**src/shared/asf_pkg.sv**
```systemverilog
// Shared constants, register map and carrier types for the axis and spindle status flags
package asf_pkg;

    // ------------------------------------------------------------------
    // Sizes
    // ------------------------------------------------------------------
    localparam int NUM_AXES  = 3;
    localparam int VAL_W     = 16;
    localparam int LETTER_W  = 3;
    localparam int RANK_W    = 2;
    localparam int ADDR_W    = 8;
    localparam int DATA_W    = 32;

    // ------------------------------------------------------------------
    // Register byte addresses
    // ------------------------------------------------------------------
    localparam logic [ADDR_W-1:0] ADDR_AXIS_CFG  = 8'h00;
    localparam logic [ADDR_W-1:0] ADDR_SPIN_CFG  = 8'h04;
    localparam logic [ADDR_W-1:0] ADDR_MIN_MOVE  = 8'h08;
    localparam logic [ADDR_W-1:0] ADDR_GANTRY    = 8'h0C;
    localparam logic [ADDR_W-1:0] ADDR_SPD_LOW   = 8'h10;
    localparam logic [ADDR_W-1:0] ADDR_SPD_HIGH  = 8'h14;
    localparam logic [ADDR_W-1:0] ADDR_STATUS    = 8'h18;

    // ------------------------------------------------------------------
    // Field positions and reset values
    // ------------------------------------------------------------------
    localparam int EXIST_LSB    = 0;
    localparam int LETTER_LSB   = 4;
    localparam int LETTER_STEP  = 4;
    localparam int SP_MODE_LSB  = 0;
    localparam int SP_SEL_BIT   = 4;
    localparam int ST_SLOT_STEP = 8;
    localparam int ST_ALL_BIT   = 24;
    localparam int ST_SPIN_LSB  = 25;

    localparam logic [DATA_W-1:0] AXIS_CFG_RST = 32'h0000_2107;
    localparam logic [VAL_W-1:0]  MIN_MOVE_RST = 16'h0000;
    localparam logic [VAL_W-1:0]  GANTRY_RST   = 16'hFFFF;
    localparam logic [VAL_W-1:0]  SPD_LOW_RST  = 16'h0000;
    localparam logic [VAL_W-1:0]  SPD_HIGH_RST = 16'hFFFF;

    // ------------------------------------------------------------------
    // Spindle modes
    // ------------------------------------------------------------------
    typedef enum logic [1:0] {
        ASF_SP_OPEN   = 2'h0,
        ASF_SP_CW     = 2'h1,
        ASF_SP_CCW    = 2'h2,
        ASF_SP_CLOSED = 2'h3
    } asf_sp_mode_t;

    localparam asf_sp_mode_t SP_MODE_RST = ASF_SP_OPEN;

    // ------------------------------------------------------------------
    // Carriers
    // ------------------------------------------------------------------
    typedef struct packed {
        logic             permit;
        logic             dir_neg;
        logic             home_done;
        logic             fb_alarm;
        logic             direct_fb;
        logic             gantry_active;
        logic [VAL_W-1:0] gantry_diff;
        logic [VAL_W-1:0] move_len;
        logic             in_pos;
        logic [1:0]       drive_state;
        logic             drive_error;
    } asf_axis_in_t;

    typedef struct packed {
        logic move_permit;
        logic negative_motion;
        logic homed;
        logic drive_state_hi;
        logic drive_state_lo;
        logic gantry_mismatch;
        logic short_move;
        logic settled;
    } asf_axis_flags_t;

    typedef struct packed {
        logic             permit;
        logic             dir_neg;
        logic             home_done;
        logic             count_loss;
        logic [VAL_W-1:0] speed;
        logic             stopped;
        logic             in_pos;
        logic [1:0]       drive_state;
        logic             drive_error;
    } asf_spin_in_t;

    typedef struct packed {
        logic move_permit;
        logic negative_motion;
        logic homed;
        logic drive_state_hi;
        logic drive_state_lo;
        logic speed_match;
        logic settled;
    } asf_spin_flags_t;

endpackage

```
**src/rtl/asf_status_flags.sv**
```systemverilog
// Axis and spindle status flags presented to the PLC, with an APB register slave
//
// Function
// - Slots without an existing axis show all flags equal to the zero constant.
// - Slots 1 to 3 follow logical axis order by configured letter value, not channel number.
// - Axis move-permit flag high tells the PLC to let the axis move.
// - Axis negative-motion flag high for negative travel, low for positive.
// - Axis homed flag rises after reference search; low forces a new search.
// - Homed clears on power-up, shift-reset, direct feedback alarm, config change.
// - Axis drive pair encodes 00 start, 01 ready, 10 bus powered, 11 torque.
// - Drive internal error forces both drive-state flags low.
// - Gantry mismatch high when master-slave difference exceeds configured maximum.
// - Short-move flag high when commanded move is below the minimum threshold.
// - Axis settled flag high while the axis is in position.
// - All-axes settled flag high once every axis is in position.
// - Spindle move-permit only in closed loop, for the selected spindle.
// - Spindle negative-motion flag shows direction in closed loop.
// - Spindle homed sticky; clears on power-up, shift-reset, count loss, leaving closed loop.
// - Spindle drive pair uses the same four-state encoding as the axes.
// - In CW or CCW mode speed match high while speed is inside window.
// - In closed loop speed match high while the spindle is stopped.
// - Spindle settled high in closed loop for the selected spindle in position.
//
// Decided for this implementation: the APB slave port and the register offsets.
module asf_status_flags
    import asf_pkg::*;
(
    input  wire logic                             pclk,
    input  wire logic                             presetn,
    input  wire logic [asf_pkg::ADDR_W-1:0]       paddr,
    input  wire logic                             psel,
    input  wire logic                             penable,
    input  wire logic                             pwrite,
    input  wire logic [asf_pkg::DATA_W-1:0]       pwdata,
    output logic      [asf_pkg::DATA_W-1:0]       prdata,
    output logic                                  pready,
    output logic                                  pslverr,
    input  wire asf_pkg::asf_axis_in_t            axis_in [asf_pkg::NUM_AXES],
    input  wire asf_pkg::asf_spin_in_t            spin_in,
    input  wire logic                             shift_reset_evt,
    output asf_pkg::asf_axis_flags_t              axis_flags [asf_pkg::NUM_AXES],
    output logic                                  all_axes_settled,
    output asf_pkg::asf_spin_flags_t              spin_flags,
    output logic                                  constant_zero_flag
);
    import asf_pkg::*;

    // ------------------------------------------------------------------
    // Storage
    // ------------------------------------------------------------------
    logic [DATA_W-1:0]     axis_cfg_q, axis_cfg_d;
    asf_sp_mode_t          sp_mode_q, sp_mode_d;
    logic                  sp_sel_q, sp_sel_d;
    logic [VAL_W-1:0]      min_move_q, min_move_d;
    logic [VAL_W-1:0]      gantry_max_q, gantry_max_d;
    logic [VAL_W-1:0]      spd_low_q, spd_low_d;
    logic [VAL_W-1:0]      spd_high_q, spd_high_d;
    logic [DATA_W-1:0]     prdata_q, prdata_d;
    logic                  pready_q, pready_d;
    logic                  pslverr_q, pslverr_d;
    logic [NUM_AXES-1:0]   homed_q, homed_d;
    logic                  sp_homed_q, sp_homed_d;
    asf_axis_flags_t       slot_q [NUM_AXES];
    asf_axis_flags_t       slot_d [NUM_AXES];
    logic                  all_q, all_d;
    asf_spin_flags_t       spf_q, spf_d;

    logic [NUM_AXES-1:0]   exists;
    logic [LETTER_W-1:0]   letter [NUM_AXES];
    logic [RANK_W-1:0]     rank [NUM_AXES];
    asf_axis_flags_t       chan_f [NUM_AXES];
    logic                  wr_en;
    logic                  cfg_change;
    logic [DATA_W-1:0]     status_word;

    // ------------------------------------------------------------------
    // APB slave
    // ------------------------------------------------------------------
    // The answer comes one cycle into the access phase; writes land on the next edge, while pready is high
    assign wr_en = psel && penable && pready_q && pwrite;

    // Register write and read-back
    always_comb begin
        axis_cfg_d   = axis_cfg_q;
        sp_mode_d    = sp_mode_q;
        sp_sel_d     = sp_sel_q;
        min_move_d   = min_move_q;
        gantry_max_d = gantry_max_q;
        spd_low_d    = spd_low_q;
        spd_high_d   = spd_high_q;
        pready_d     = psel && penable && !pready_q;
        prdata_d     = prdata_q;
        pslverr_d    = 1'b0;
        if (psel && penable && !pready_q) begin
            prdata_d = '0;
            case (paddr)
                ADDR_AXIS_CFG: prdata_d = axis_cfg_q;
                ADDR_SPIN_CFG: prdata_d = {27'h0, sp_sel_q, 2'h0, sp_mode_q};
                ADDR_MIN_MOVE: prdata_d = {16'h0, min_move_q};
                ADDR_GANTRY:   prdata_d = {16'h0, gantry_max_q};
                ADDR_SPD_LOW:  prdata_d = {16'h0, spd_low_q};
                ADDR_SPD_HIGH: prdata_d = {16'h0, spd_high_q};
                ADDR_STATUS:   prdata_d = status_word;
                default:       pslverr_d = 1'b1;
            endcase
        end
        if (wr_en) begin
            case (paddr)
                ADDR_AXIS_CFG: axis_cfg_d = pwdata;
                ADDR_SPIN_CFG: begin
                    sp_mode_d = asf_sp_mode_t'(pwdata[SP_MODE_LSB +: 2]);
                    sp_sel_d  = pwdata[SP_SEL_BIT];
                end
                ADDR_MIN_MOVE: min_move_d   = pwdata[VAL_W-1:0];
                ADDR_GANTRY:   gantry_max_d = pwdata[VAL_W-1:0];
                ADDR_SPD_LOW:  spd_low_d    = pwdata[VAL_W-1:0];
                ADDR_SPD_HIGH: spd_high_d   = pwdata[VAL_W-1:0];
                default:       ;
            endcase
        end
    end

    // Register stage for the bus and configuration
    always_ff @(posedge pclk or negedge presetn) begin
        if (!presetn) begin
            axis_cfg_q   <= AXIS_CFG_RST;
            sp_mode_q    <= SP_MODE_RST;
            sp_sel_q     <= 1'b1;
            min_move_q   <= MIN_MOVE_RST;
            gantry_max_q <= GANTRY_RST;
            spd_low_q    <= SPD_LOW_RST;
            spd_high_q   <= SPD_HIGH_RST;
            prdata_q     <= '0;
            pready_q     <= 1'b0;
            pslverr_q    <= 1'b0;
        end else begin
            axis_cfg_q   <= axis_cfg_d;
            sp_mode_q    <= sp_mode_d;
            sp_sel_q     <= sp_sel_d;
            min_move_q   <= min_move_d;
            gantry_max_q <= gantry_max_d;
            spd_low_q    <= spd_low_d;
            spd_high_q   <= spd_high_d;
            prdata_q     <= prdata_d;
            pready_q     <= pready_d;
            pslverr_q    <= pslverr_d;
        end
    end

    // Changing the axis layout invalidates every axis reference search
    assign cfg_change = wr_en && (paddr == ADDR_AXIS_CFG) && (pwdata != axis_cfg_q);

    // ------------------------------------------------------------------
    // Per-channel flags and logical ordering
    // ------------------------------------------------------------------
    genvar gi;
    generate
        for (gi = 0; gi < NUM_AXES; gi++) begin : g_chan
            assign exists[gi] = axis_cfg_q[EXIST_LSB + gi];
            assign letter[gi] = axis_cfg_q[LETTER_LSB + gi*LETTER_STEP +: LETTER_W];

            always_comb begin
                rank[gi] = '0;
                for (int j = 0; j < NUM_AXES; j++) begin
                    if (exists[j] && ((letter[j] < letter[gi]) ||
                                      ((letter[j] == letter[gi]) && (j < gi)))) begin
                        rank[gi] = rank[gi] + 2'h1;
                    end
                end
            end

            // clear sources, a finished search wins
            always_comb begin
                homed_d[gi] = homed_q[gi];
                if (shift_reset_evt || cfg_change ||
                    (axis_in[gi].fb_alarm && axis_in[gi].direct_fb)) begin
                    homed_d[gi] = 1'b0;
                end
                if (axis_in[gi].home_done) begin
                    homed_d[gi] = 1'b1;
                end
            end

            // Channel flag word before slot mapping
            always_comb begin
                chan_f[gi].move_permit     = axis_in[gi].permit;
                chan_f[gi].negative_motion = axis_in[gi].dir_neg;
                chan_f[gi].homed           = homed_d[gi];
                chan_f[gi].drive_state_hi  = axis_in[gi].drive_state[1] &&
                                             !axis_in[gi].drive_error;
                chan_f[gi].drive_state_lo  = axis_in[gi].drive_state[0] &&
                                             !axis_in[gi].drive_error;
                chan_f[gi].gantry_mismatch = axis_in[gi].gantry_active &&
                                             (axis_in[gi].gantry_diff > gantry_max_q);
                chan_f[gi].short_move      = axis_in[gi].move_len < min_move_q;
                chan_f[gi].settled         = axis_in[gi].in_pos;
            end
        end
    endgenerate

    always_comb begin
        all_d = |exists;
        for (int s = 0; s < NUM_AXES; s++) begin
            slot_d[s] = '0;
            for (int i = 0; i < NUM_AXES; i++) begin
                if (exists[i] && (int'(rank[i]) == s)) begin
                    slot_d[s] = chan_f[i];
                end
            end
        end
        for (int i = 0; i < NUM_AXES; i++) begin
            if (exists[i] && !axis_in[i].in_pos) begin
                all_d = 1'b0;
            end
        end
    end

    // ------------------------------------------------------------------
    // Spindle
    // ------------------------------------------------------------------
    // sticky homed, cleared on reset sequence, count loss or leaving closed loop
    // drive pair shares the axis encoding
    always_comb begin
        sp_homed_d = sp_homed_q;
        if (shift_reset_evt || spin_in.count_loss ||
            ((sp_mode_q == ASF_SP_CLOSED) && (sp_mode_d != ASF_SP_CLOSED))) begin
            sp_homed_d = 1'b0;
        end
        if (spin_in.home_done && sp_sel_q) begin
            sp_homed_d = 1'b1;
        end
        spf_d = '0;
        spf_d.homed          = sp_homed_d;
        spf_d.drive_state_hi = spin_in.drive_state[1] && !spin_in.drive_error;
        spf_d.drive_state_lo = spin_in.drive_state[0] && !spin_in.drive_error;
        if (sp_sel_q) begin
            case (sp_mode_q)
                ASF_SP_CW, ASF_SP_CCW: begin
                    spf_d.speed_match = (spin_in.speed >= spd_low_q) &&
                                        (spin_in.speed <= spd_high_q);
                end
                ASF_SP_CLOSED: begin
                    spf_d.move_permit     = spin_in.permit;
                    spf_d.negative_motion = spin_in.dir_neg;
                    spf_d.speed_match     = spin_in.stopped;
                    spf_d.settled         = spin_in.in_pos;
                end
                default: ;
            endcase
        end
    end

    // ------------------------------------------------------------------
    // Flag registers
    // ------------------------------------------------------------------
    // registered flags, low after reset
    always_ff @(posedge pclk or negedge presetn) begin
        if (!presetn) begin
            homed_q    <= '0;
            sp_homed_q <= 1'b0;
            all_q      <= 1'b0;
            spf_q      <= '0;
            for (int s = 0; s < NUM_AXES; s++) begin
                slot_q[s] <= '0;
            end
        end else begin
            homed_q    <= homed_d;
            sp_homed_q <= sp_homed_d;
            all_q      <= all_d;
            spf_q      <= spf_d;
            for (int s = 0; s < NUM_AXES; s++) begin
                slot_q[s] <= slot_d[s];
            end
        end
    end

    // Status read-back of the presented flags
    always_comb begin
        status_word = '0;
        for (int s = 0; s < NUM_AXES; s++) begin
            status_word[s*ST_SLOT_STEP +: 8] = slot_q[s];
        end
        status_word[ST_ALL_BIT]            = all_q;
        status_word[ST_SPIN_LSB +: 7]      = spf_q;
    end

    assign prdata             = prdata_q;
    assign pready             = pready_q;
    assign pslverr            = pslverr_q;
    assign all_axes_settled   = all_q;
    assign spin_flags         = spf_q;
    assign constant_zero_flag = 1'b0;
    generate
        for (gi = 0; gi < NUM_AXES; gi++) begin : g_out
            assign axis_flags[gi] = slot_q[gi];
        end
    endgenerate

    // ------------------------------------------------------------------
    // Checks
    // ------------------------------------------------------------------
    absent_slot_a: assert property (@(posedge pclk) disable iff (!presetn)
        !(&exists) |=> (slot_q[2] == '0))
        else $error("flags present on a slot with no axis");

    slot_order_a: assert property (@(posedge pclk) disable iff (!presetn)
        (exists == 3'h5) && (letter[0] > letter[2])
        |=> slot_q[0].settled == $past(axis_in[2].in_pos))
        else $error("slot zero not taken by lowest letter axis");

    drive_error_a: assert property (@(posedge pclk) disable iff (!presetn)
        spin_in.drive_error |=> !spf_q.drive_state_hi && !spf_q.drive_state_lo)
        else $error("drive state not forced low on drive error");

    shift_clear_a: assert property (@(posedge pclk) disable iff (!presetn)
        shift_reset_evt && (axis_in[0].home_done == 1'b0) && exists[0]
        && (rank[0] == 2'h0) |=> !slot_q[0].homed)
        else $error("axis homed flag survived shift reset");

    spin_homed_a: assert property (@(posedge pclk) disable iff (!presetn)
        spin_in.home_done && sp_sel_q ##1 !shift_reset_evt && !spin_in.count_loss
        && (sp_mode_q == sp_mode_d) |=> spf_q.homed)
        else $error("spindle homed flag lost without a clearing cause");

    speed_window_a: assert property (@(posedge pclk) disable iff (!presetn)
        sp_sel_q && (sp_mode_q inside {ASF_SP_CW, ASF_SP_CCW}) && (spin_in.speed >= spd_low_q)
        && (spin_in.speed <= spd_high_q) |=> spf_q.speed_match)
        else $error("speed match missing inside window");

    closed_stop_a: assert property (@(posedge pclk) disable iff (!presetn)
        sp_sel_q && (sp_mode_q == ASF_SP_CLOSED) |=> spf_q.speed_match == $past(spin_in.stopped))
        else $error("closed loop speed match does not follow stop");

    open_permit_a: assert property (@(posedge pclk) disable iff (!presetn)
        (sp_mode_q != ASF_SP_CLOSED) || !sp_sel_q |=> !spf_q.move_permit && !spf_q.settled)
        else $error("spindle permit outside closed loop");

    all_settled_a: assert property (@(posedge pclk) disable iff (!presetn)
        exists[1] && !axis_in[1].in_pos |=> !all_q)
        else $error("all settled while an axis is out of position");

    bus_answer_a: assert property (@(posedge pclk) disable iff (!presetn)
        psel && penable && !pready_q |=> pready_q ##1 !pready_q)
        else $error("access phase not answered in one cycle");

    dir_follow_a: assert property (@(posedge pclk) disable iff (!presetn)
        exists[0] && (rank[0] == 2'h0)
        |=> slot_q[0].negative_motion == $past(axis_in[0].dir_neg))
        else $error("slot direction does not follow its axis");

    short_move_a: assert property (@(posedge pclk) disable iff (!presetn)
        exists[1] && (rank[1] == 2'h1) && (axis_in[1].move_len < min_move_q)
        |=> slot_q[1].short_move)
        else $error("short move not flagged below threshold");

endmodule

```
**config.mk**
```make
export PLATFORM = sky130hd
export DESIGN_NAME = asf_status_flags
export DESIGN_NICKNAME = d
export VERILOG_FILES = /design/src/shared/asf_pkg.sv /design/src/rtl/asf_status_flags.sv
export SDC_FILE = /design/constraint.sdc
export NUM_CORES = 1
export LEC_CHECK = 0
export BUFFER_PORTS_ARGS = -buffer_cell sky130_fd_sc_hd__buf_2
export CAP_MARGIN = 30
export CORE_ASPECT_RATIO = 1.4
export CORE_MARGIN = 5
export CORE_UTILIZATION = 55
export DETAILED_ROUTE_END_ITERATION = 12
export PLACE_DENSITY = 0.92
export SYNTH_ARGS = -nofsm -noshare
export SYNTH_HDL_FRONTEND = slang
export SYNTH_SLANG_ARGS = --single-unit
```
**constraint.sdc**
```tcl
create_clock -name pclk -period 3.08 [get_ports pclk]
set_input_delay 0.77 -clock pclk [delete_from_list [all_inputs] [get_ports pclk]]
set_output_delay 0.77 -clock pclk [all_outputs]
set_load 0.01 [all_outputs]
```
[Yosys cells after proc, flatten, opt, wreduce, memory -nomap -nowiden]
Index checks and enable logic that the tools add are counted.
Word-level totals
  register bits: 168
  latch bits: 0
  bits in writable memories: 0
  bits in read-only memories: 0
  bits of input ports: 197
  output and inout port bits: 67
  logic and storage cells: 200
  memories: 0
Operators by class
  add/sub/neg operators: 6
  multipliers: 0
  divide/modulo/power cells: 0
  order comparisons: 17
  equality and inequality tests: 20
  shifts and indexed selects: 0
  mux-type cells: 39
  bitwise operators: 0
  reduce and logical (&&, ||, !) cells: 75
Operators with widths (count)
  32-bit case mux with 7 select lines: 1
  8-bit two-way mux: 9
  16-bit greater-than comparator: 3
  16-bit less-than comparator: 3
  1-bit logical AND: 44
  32-bit inequality test: 1
  3-bit less-than comparator: 9
  8-bit by 5-bit == test with 1-bit output (second input constant): 3
  2-bit two-way mux: 11
  1-bit two-way mux: 17
  2-bit == test (second input constant): 8
  8-bit by 4-bit == test with 1-bit output (second input constant): 2
  16-bit >= comparator: 1
  16-bit <= comparator: 1
  2-bit by 1-bit adder with 2-bit output (second input constant): 6
  2-bit AND reduction: 6
  3-bit == test: 3
  1-bit logical OR: 9
  8-bit by 3-bit == test with 1-bit output (second input constant): 1
  1-bit zero test: 8
  8-bit zero test: 1
  7-bit OR reduction: 1
  2-bit zero test: 3
  3-bit OR reduction: 1
  other kinds (5): 5

[Longest topological paths before layout]
  word-level depth: 12
  gate-level depth with buffers: 14
  mapped depth without buffers: 14

[Least setup slack after synthesis]
Ideal clock, no wire load.
  path kind: register to register
  start: reg axis_cfg_q[13]
  end: reg slot_q (netlist bit axis_flags[13])
  library setup time: 0.141 ns
  arrival time: 2.214 ns
  required time: 2.939 ns
  slack: 0.725 ns
  stages on the path, launching flop included: 13
  path buffers: 1
  clock period less this slack: 2.355 ns
  cells stage by stage: dfstp_2 inv_1 ha_1 a21o_1 a21oi_1 a31oi_1 nand2_1 inv_1 ha_1 and2_1 clkbuf_1 a222oi_1 a31oi_1
RTL lines
  start, declared: RTL line asf_status_flags.sv:51  | logic [DATA_W-1:0] axis_cfg_q, axis_cfg_d;
  start signal, assigned: RTL line asf_status_flags.sv:137  | axis_cfg_q <= axis_cfg_d;
  end signal, assigned by index: RTL line asf_status_flags.sv:272  | slot_q[s] <= slot_d[s];
  end, declared: RTL line asf_status_flags.sv:63  | asf_axis_flags_t slot_q [NUM_AXES];

==> impl_metrics.env <==
export IMPL_grt_first_pass_wirelength_mm=55.5
export IMPL_ys_flop_type="dfrtp_1"
export IMPL_cts_sinks=168
export IMPL_synth_area_um2=10900
export IMPL_grt_pass1_vias=10532
export IMPL_fin_skew_ps=13.9
export IMPL_cts_buffers=17
export IMPL_die_y_um=177
export IMPL_syn_area_per_cell_um2=10.3
export IMPL_overflow=0
export IMPL_status="finished clean"
export IMPL_port_buffers=262
export IMPL_cts_tree="yes"
export IMPL_ir_worst_vdd_mv=0.373
export IMPL_drt_initial_drc_count=945
export IMPL_die_area_um2=22800
export IMPL_start_util_pct=55.4
export IMPL_drv_cap=0
export IMPL_synth_fp_nets=1402
export IMPL_synth_async_sr_flop_share_pct=100
export IMPL_tightest_slew_ps=752
export IMPL_hold_violations=0
export IMPL_pin_count=264
export IMPL_drc=0
export IMPL_startpoint_type="flip-flop"
export IMPL_p_leak_nw=6.22
export IMPL_core_area_um2=19700
export IMPL_synthCells=1063
export IMPL_cts_resized=0
export IMPL_rsz0062_at_grt="false"
export IMPL_ant_nets=0
export IMPL_finalCriticalPeriod_ps=2710
export IMPL_worstPathMaxFanout=15
export IMPL_grt_max_degree=79
export IMPL_post_cts_buffers=0
export IMPL_fin_util_pct=66.3
export IMPL_dpl_hpwl_mm=28.4
export IMPL_arrival_ps=3000
export IMPL_cp_required_ps=3370
export IMPL_viasPerCell=6.40
export IMPL_htree_levels=4
export IMPL_synth_cell_types=53
export IMPL_fin_crit_sh_pct=87.9
export IMPL_row_count=61
export IMPL_final_cells=1588
export IMPL_layout_drive_gt1_share_pct=34.3
export IMPL_slew_headroom_pct=49.9
export IMPL_clk_pin_slew_ps=60
export IMPL_critical_path_class="reg2reg"
export IMPL_cts_max_path_buffers=2
export IMPL_max_freq_ghz=0.369
export IMPL_ctsHoldBuffers=0
export IMPL_synth_edf_count=0
export IMPL_yosysSeqAreaShare_pct=39.0
export IMPL_cts_root_buf="clkbuf_16"
export IMPL_powerDensity_nw_per_um2=385
export IMPL_place_congestion=0.963
export IMPL_drt_wl_total_mm=36.6
export IMPL_final_setup_tns_ps=0
export IMPL_nets=1660
export IMPL_via_count=10171
export IMPL_hold_class="in2async"
export IMPL_antenna_found_initial=3
export IMPL_final_setup_viol_count=0
export IMPL_dp_cells=1554
export IMPL_drt_pre_antenna_iters=7
export IMPL_synth_seq_cells=168
export IMPL_clk_latency_ps=430
export IMPL_hold_slack_ps=376
export IMPL_drv_slew=0
export IMPL_die_x_um=129
export IMPL_grt_use_total_pct=31.5
export IMPL_synth_warnings=0
export IMPL_syn_to_final_growth_pct=19.7
export IMPL_end_kind="flip-flop"
export IMPL_wl_per_cell_um=23.1
[stage by stage]
stage | power (mW) | setup slack [ps] | cell area, um2
5_1_grt | 5.19 | 219 | 13100
3_5_place_dp | 2.96 | 377 | 12500
6_report | 5.03 | 372 | 13100
4_1_cts | 5.02 | 420 | 13100
2_1_floorplan | 2.60 | 725 | 10900
3_3_place_gp | 2.93 | 511 | 12500
[sequential cells by signal, indices dropped and copies added, names as in the netlist, 2 cells and up]
name / cells
axis_cfg_q: 32
spin_flags: 7
gantry_max_q: 16
spd_high_q: 16
axis_flags: 24
prdata: 32
sp_mode_q: 2
min_move_q: 16
homed_q: 3
spd_low_q: 16
[power by group]
part / internal [mW] / leakage [nW] / switching (mW)
combinational: 0.279 / 3.80 / 0.371
sequential: 2.25 / 2.16 / 0.0307
clock: 1.20 / 0.261 / 0.902
[worst paths after layout]
| check | slack [ps] | end | cells after the start | from |
|---|---|---|---|---|
| worst max-delay path | 370 | axis_flags[9] | 11 | axis_cfg_q[13] |
| worst max register to register | 370 | axis_flags[9] | 11 | axis_cfg_q[13] |
| min in group pclk | 480 | prdata[26] | 2 | prdata[26] |
| worst min register to register | 480 | prdata[26] | 2 | prdata[26] |
| worst min-delay path | 380 | axis_cfg_q[15] | 1 | presetn |
| max in group asynchronous | 1910 | axis_cfg_q[28] | 2 | presetn |
[cells by family after synthesis]
family / Yosys count / synth area share, %
fa+ha+maj: 142 / 16.3
other cells: 1 / 0.0344
compound gates: 269 / 16.4
simple gates: 215 / 10.0
mux: 106 / 10.9
buf+inv: 130 / 4.87
flops: 168 / 39.0
xor+xnor: 32 / 2.57
[layer usage]
layer / global-route usage (%) / vias up / wire, um / part of all wire, %
met2: 53.7 / 681 / 18000 / 49
met4: 20.8 / 4 / 2630 / 7.2
li1: - / 4427 / - / -
met5: 0 / - / 23 / 0.063
met1: 34.9 / 4868 / 12500 / 34
met3: 6.79 / 191 / 3500 / 9.5
[layout by cell type (no fill, tap or decap), drive strengths merged, types with 7 or more instances in the layout]
cell / count
dfstp: 38
o22ai: 7
o21a: 8
xnor2: 32
ha: 142
nand2b: 11
a222oi: 12
nor2: 53
clkbuf: 22
nor2b: 8
nor3: 12
a221oi: 8
inv: 91
mux2i: 7
dfrtp: 130
and3: 10
a31oi: 21
o211ai: 7
o21ai: 41
buf: 280
a21o: 39
a22oi: 42
nand3: 19
a21oi: 66
nand2: 52
mux2: 99
nand4: 37
[synthesized netlist by cell type (2+ instances only)]
cell | count | area (um2)
a21oi_2 | 2 | 17.5
nand2b_1 | 11 | 68.8
and2_1 | 5 | 31.3
nand2_1 | 50 | 188
a2111oi_0 | 2 | 17.5
nor3_1 | 11 | 55.1
ha_1 | 142 | 1780
clkbuf_1 | 20 | 75.1
o21a_1 | 8 | 60.1
buf_2 | 13 | 65.1
mux2_2 | 99 | 1110
a31oi_1 | 21 | 131
a22oi_1 | 42 | 315
dfstp_2 | 38 | 998
a222oi_1 | 12 | 120
o21ai_0 | 41 | 205
and3_1 | 10 | 62.6
mux2i_1 | 7 | 70.1
o31ai_1 | 2 | 15.0
a221oi_1 | 8 | 70.1
or2_2 | 2 | 12.5
a22o_1 | 3 | 26.3
o211ai_1 | 7 | 52.6
o31ai_2 | 2 | 25.0
nand4_1 | 37 | 231
inv_1 | 88 | 330
nor2b_1 | 8 | 50.1
o22ai_1 | 7 | 43.8
xnor2_1 | 32 | 280
nor2_2 | 2 | 12.5
a21o_1 | 39 | 293
dfrtp_1 | 130 | 3250
buf_4 | 5 | 37.5
a21oi_1 | 64 | 320
a211oi_1 | 5 | 37.5
nor2_1 | 51 | 191
nand3_1 | 18 | 90.1
nor4_1 | 4 | 25.0
[area by class of cell]
type                            count  area (um2)
Timing Repair Buffer              280        1470
Antenna cell                        2        5.00
Clock buffer                       22         444
Clock inverter                     10         121
Sequential cell                   168        4250
Tap cell                          252         315
Inverter                           89         334
Fill cell                        1429        6630
Multi-Input combinational cell    765        6120
[worst max-delay path, stage by stage (launching register included)]
cell and delay (ps):
dfstp_2 570, inv_1 80, ha_1 300, a21o_1 140, a21oi_1 80, a31oi_1 230
nand2b_1 180, inv_1 50, ha_1 320, nand2_1 300, nand3_1 210, o211ai_1 110
(Power assumes the default switching activity.)
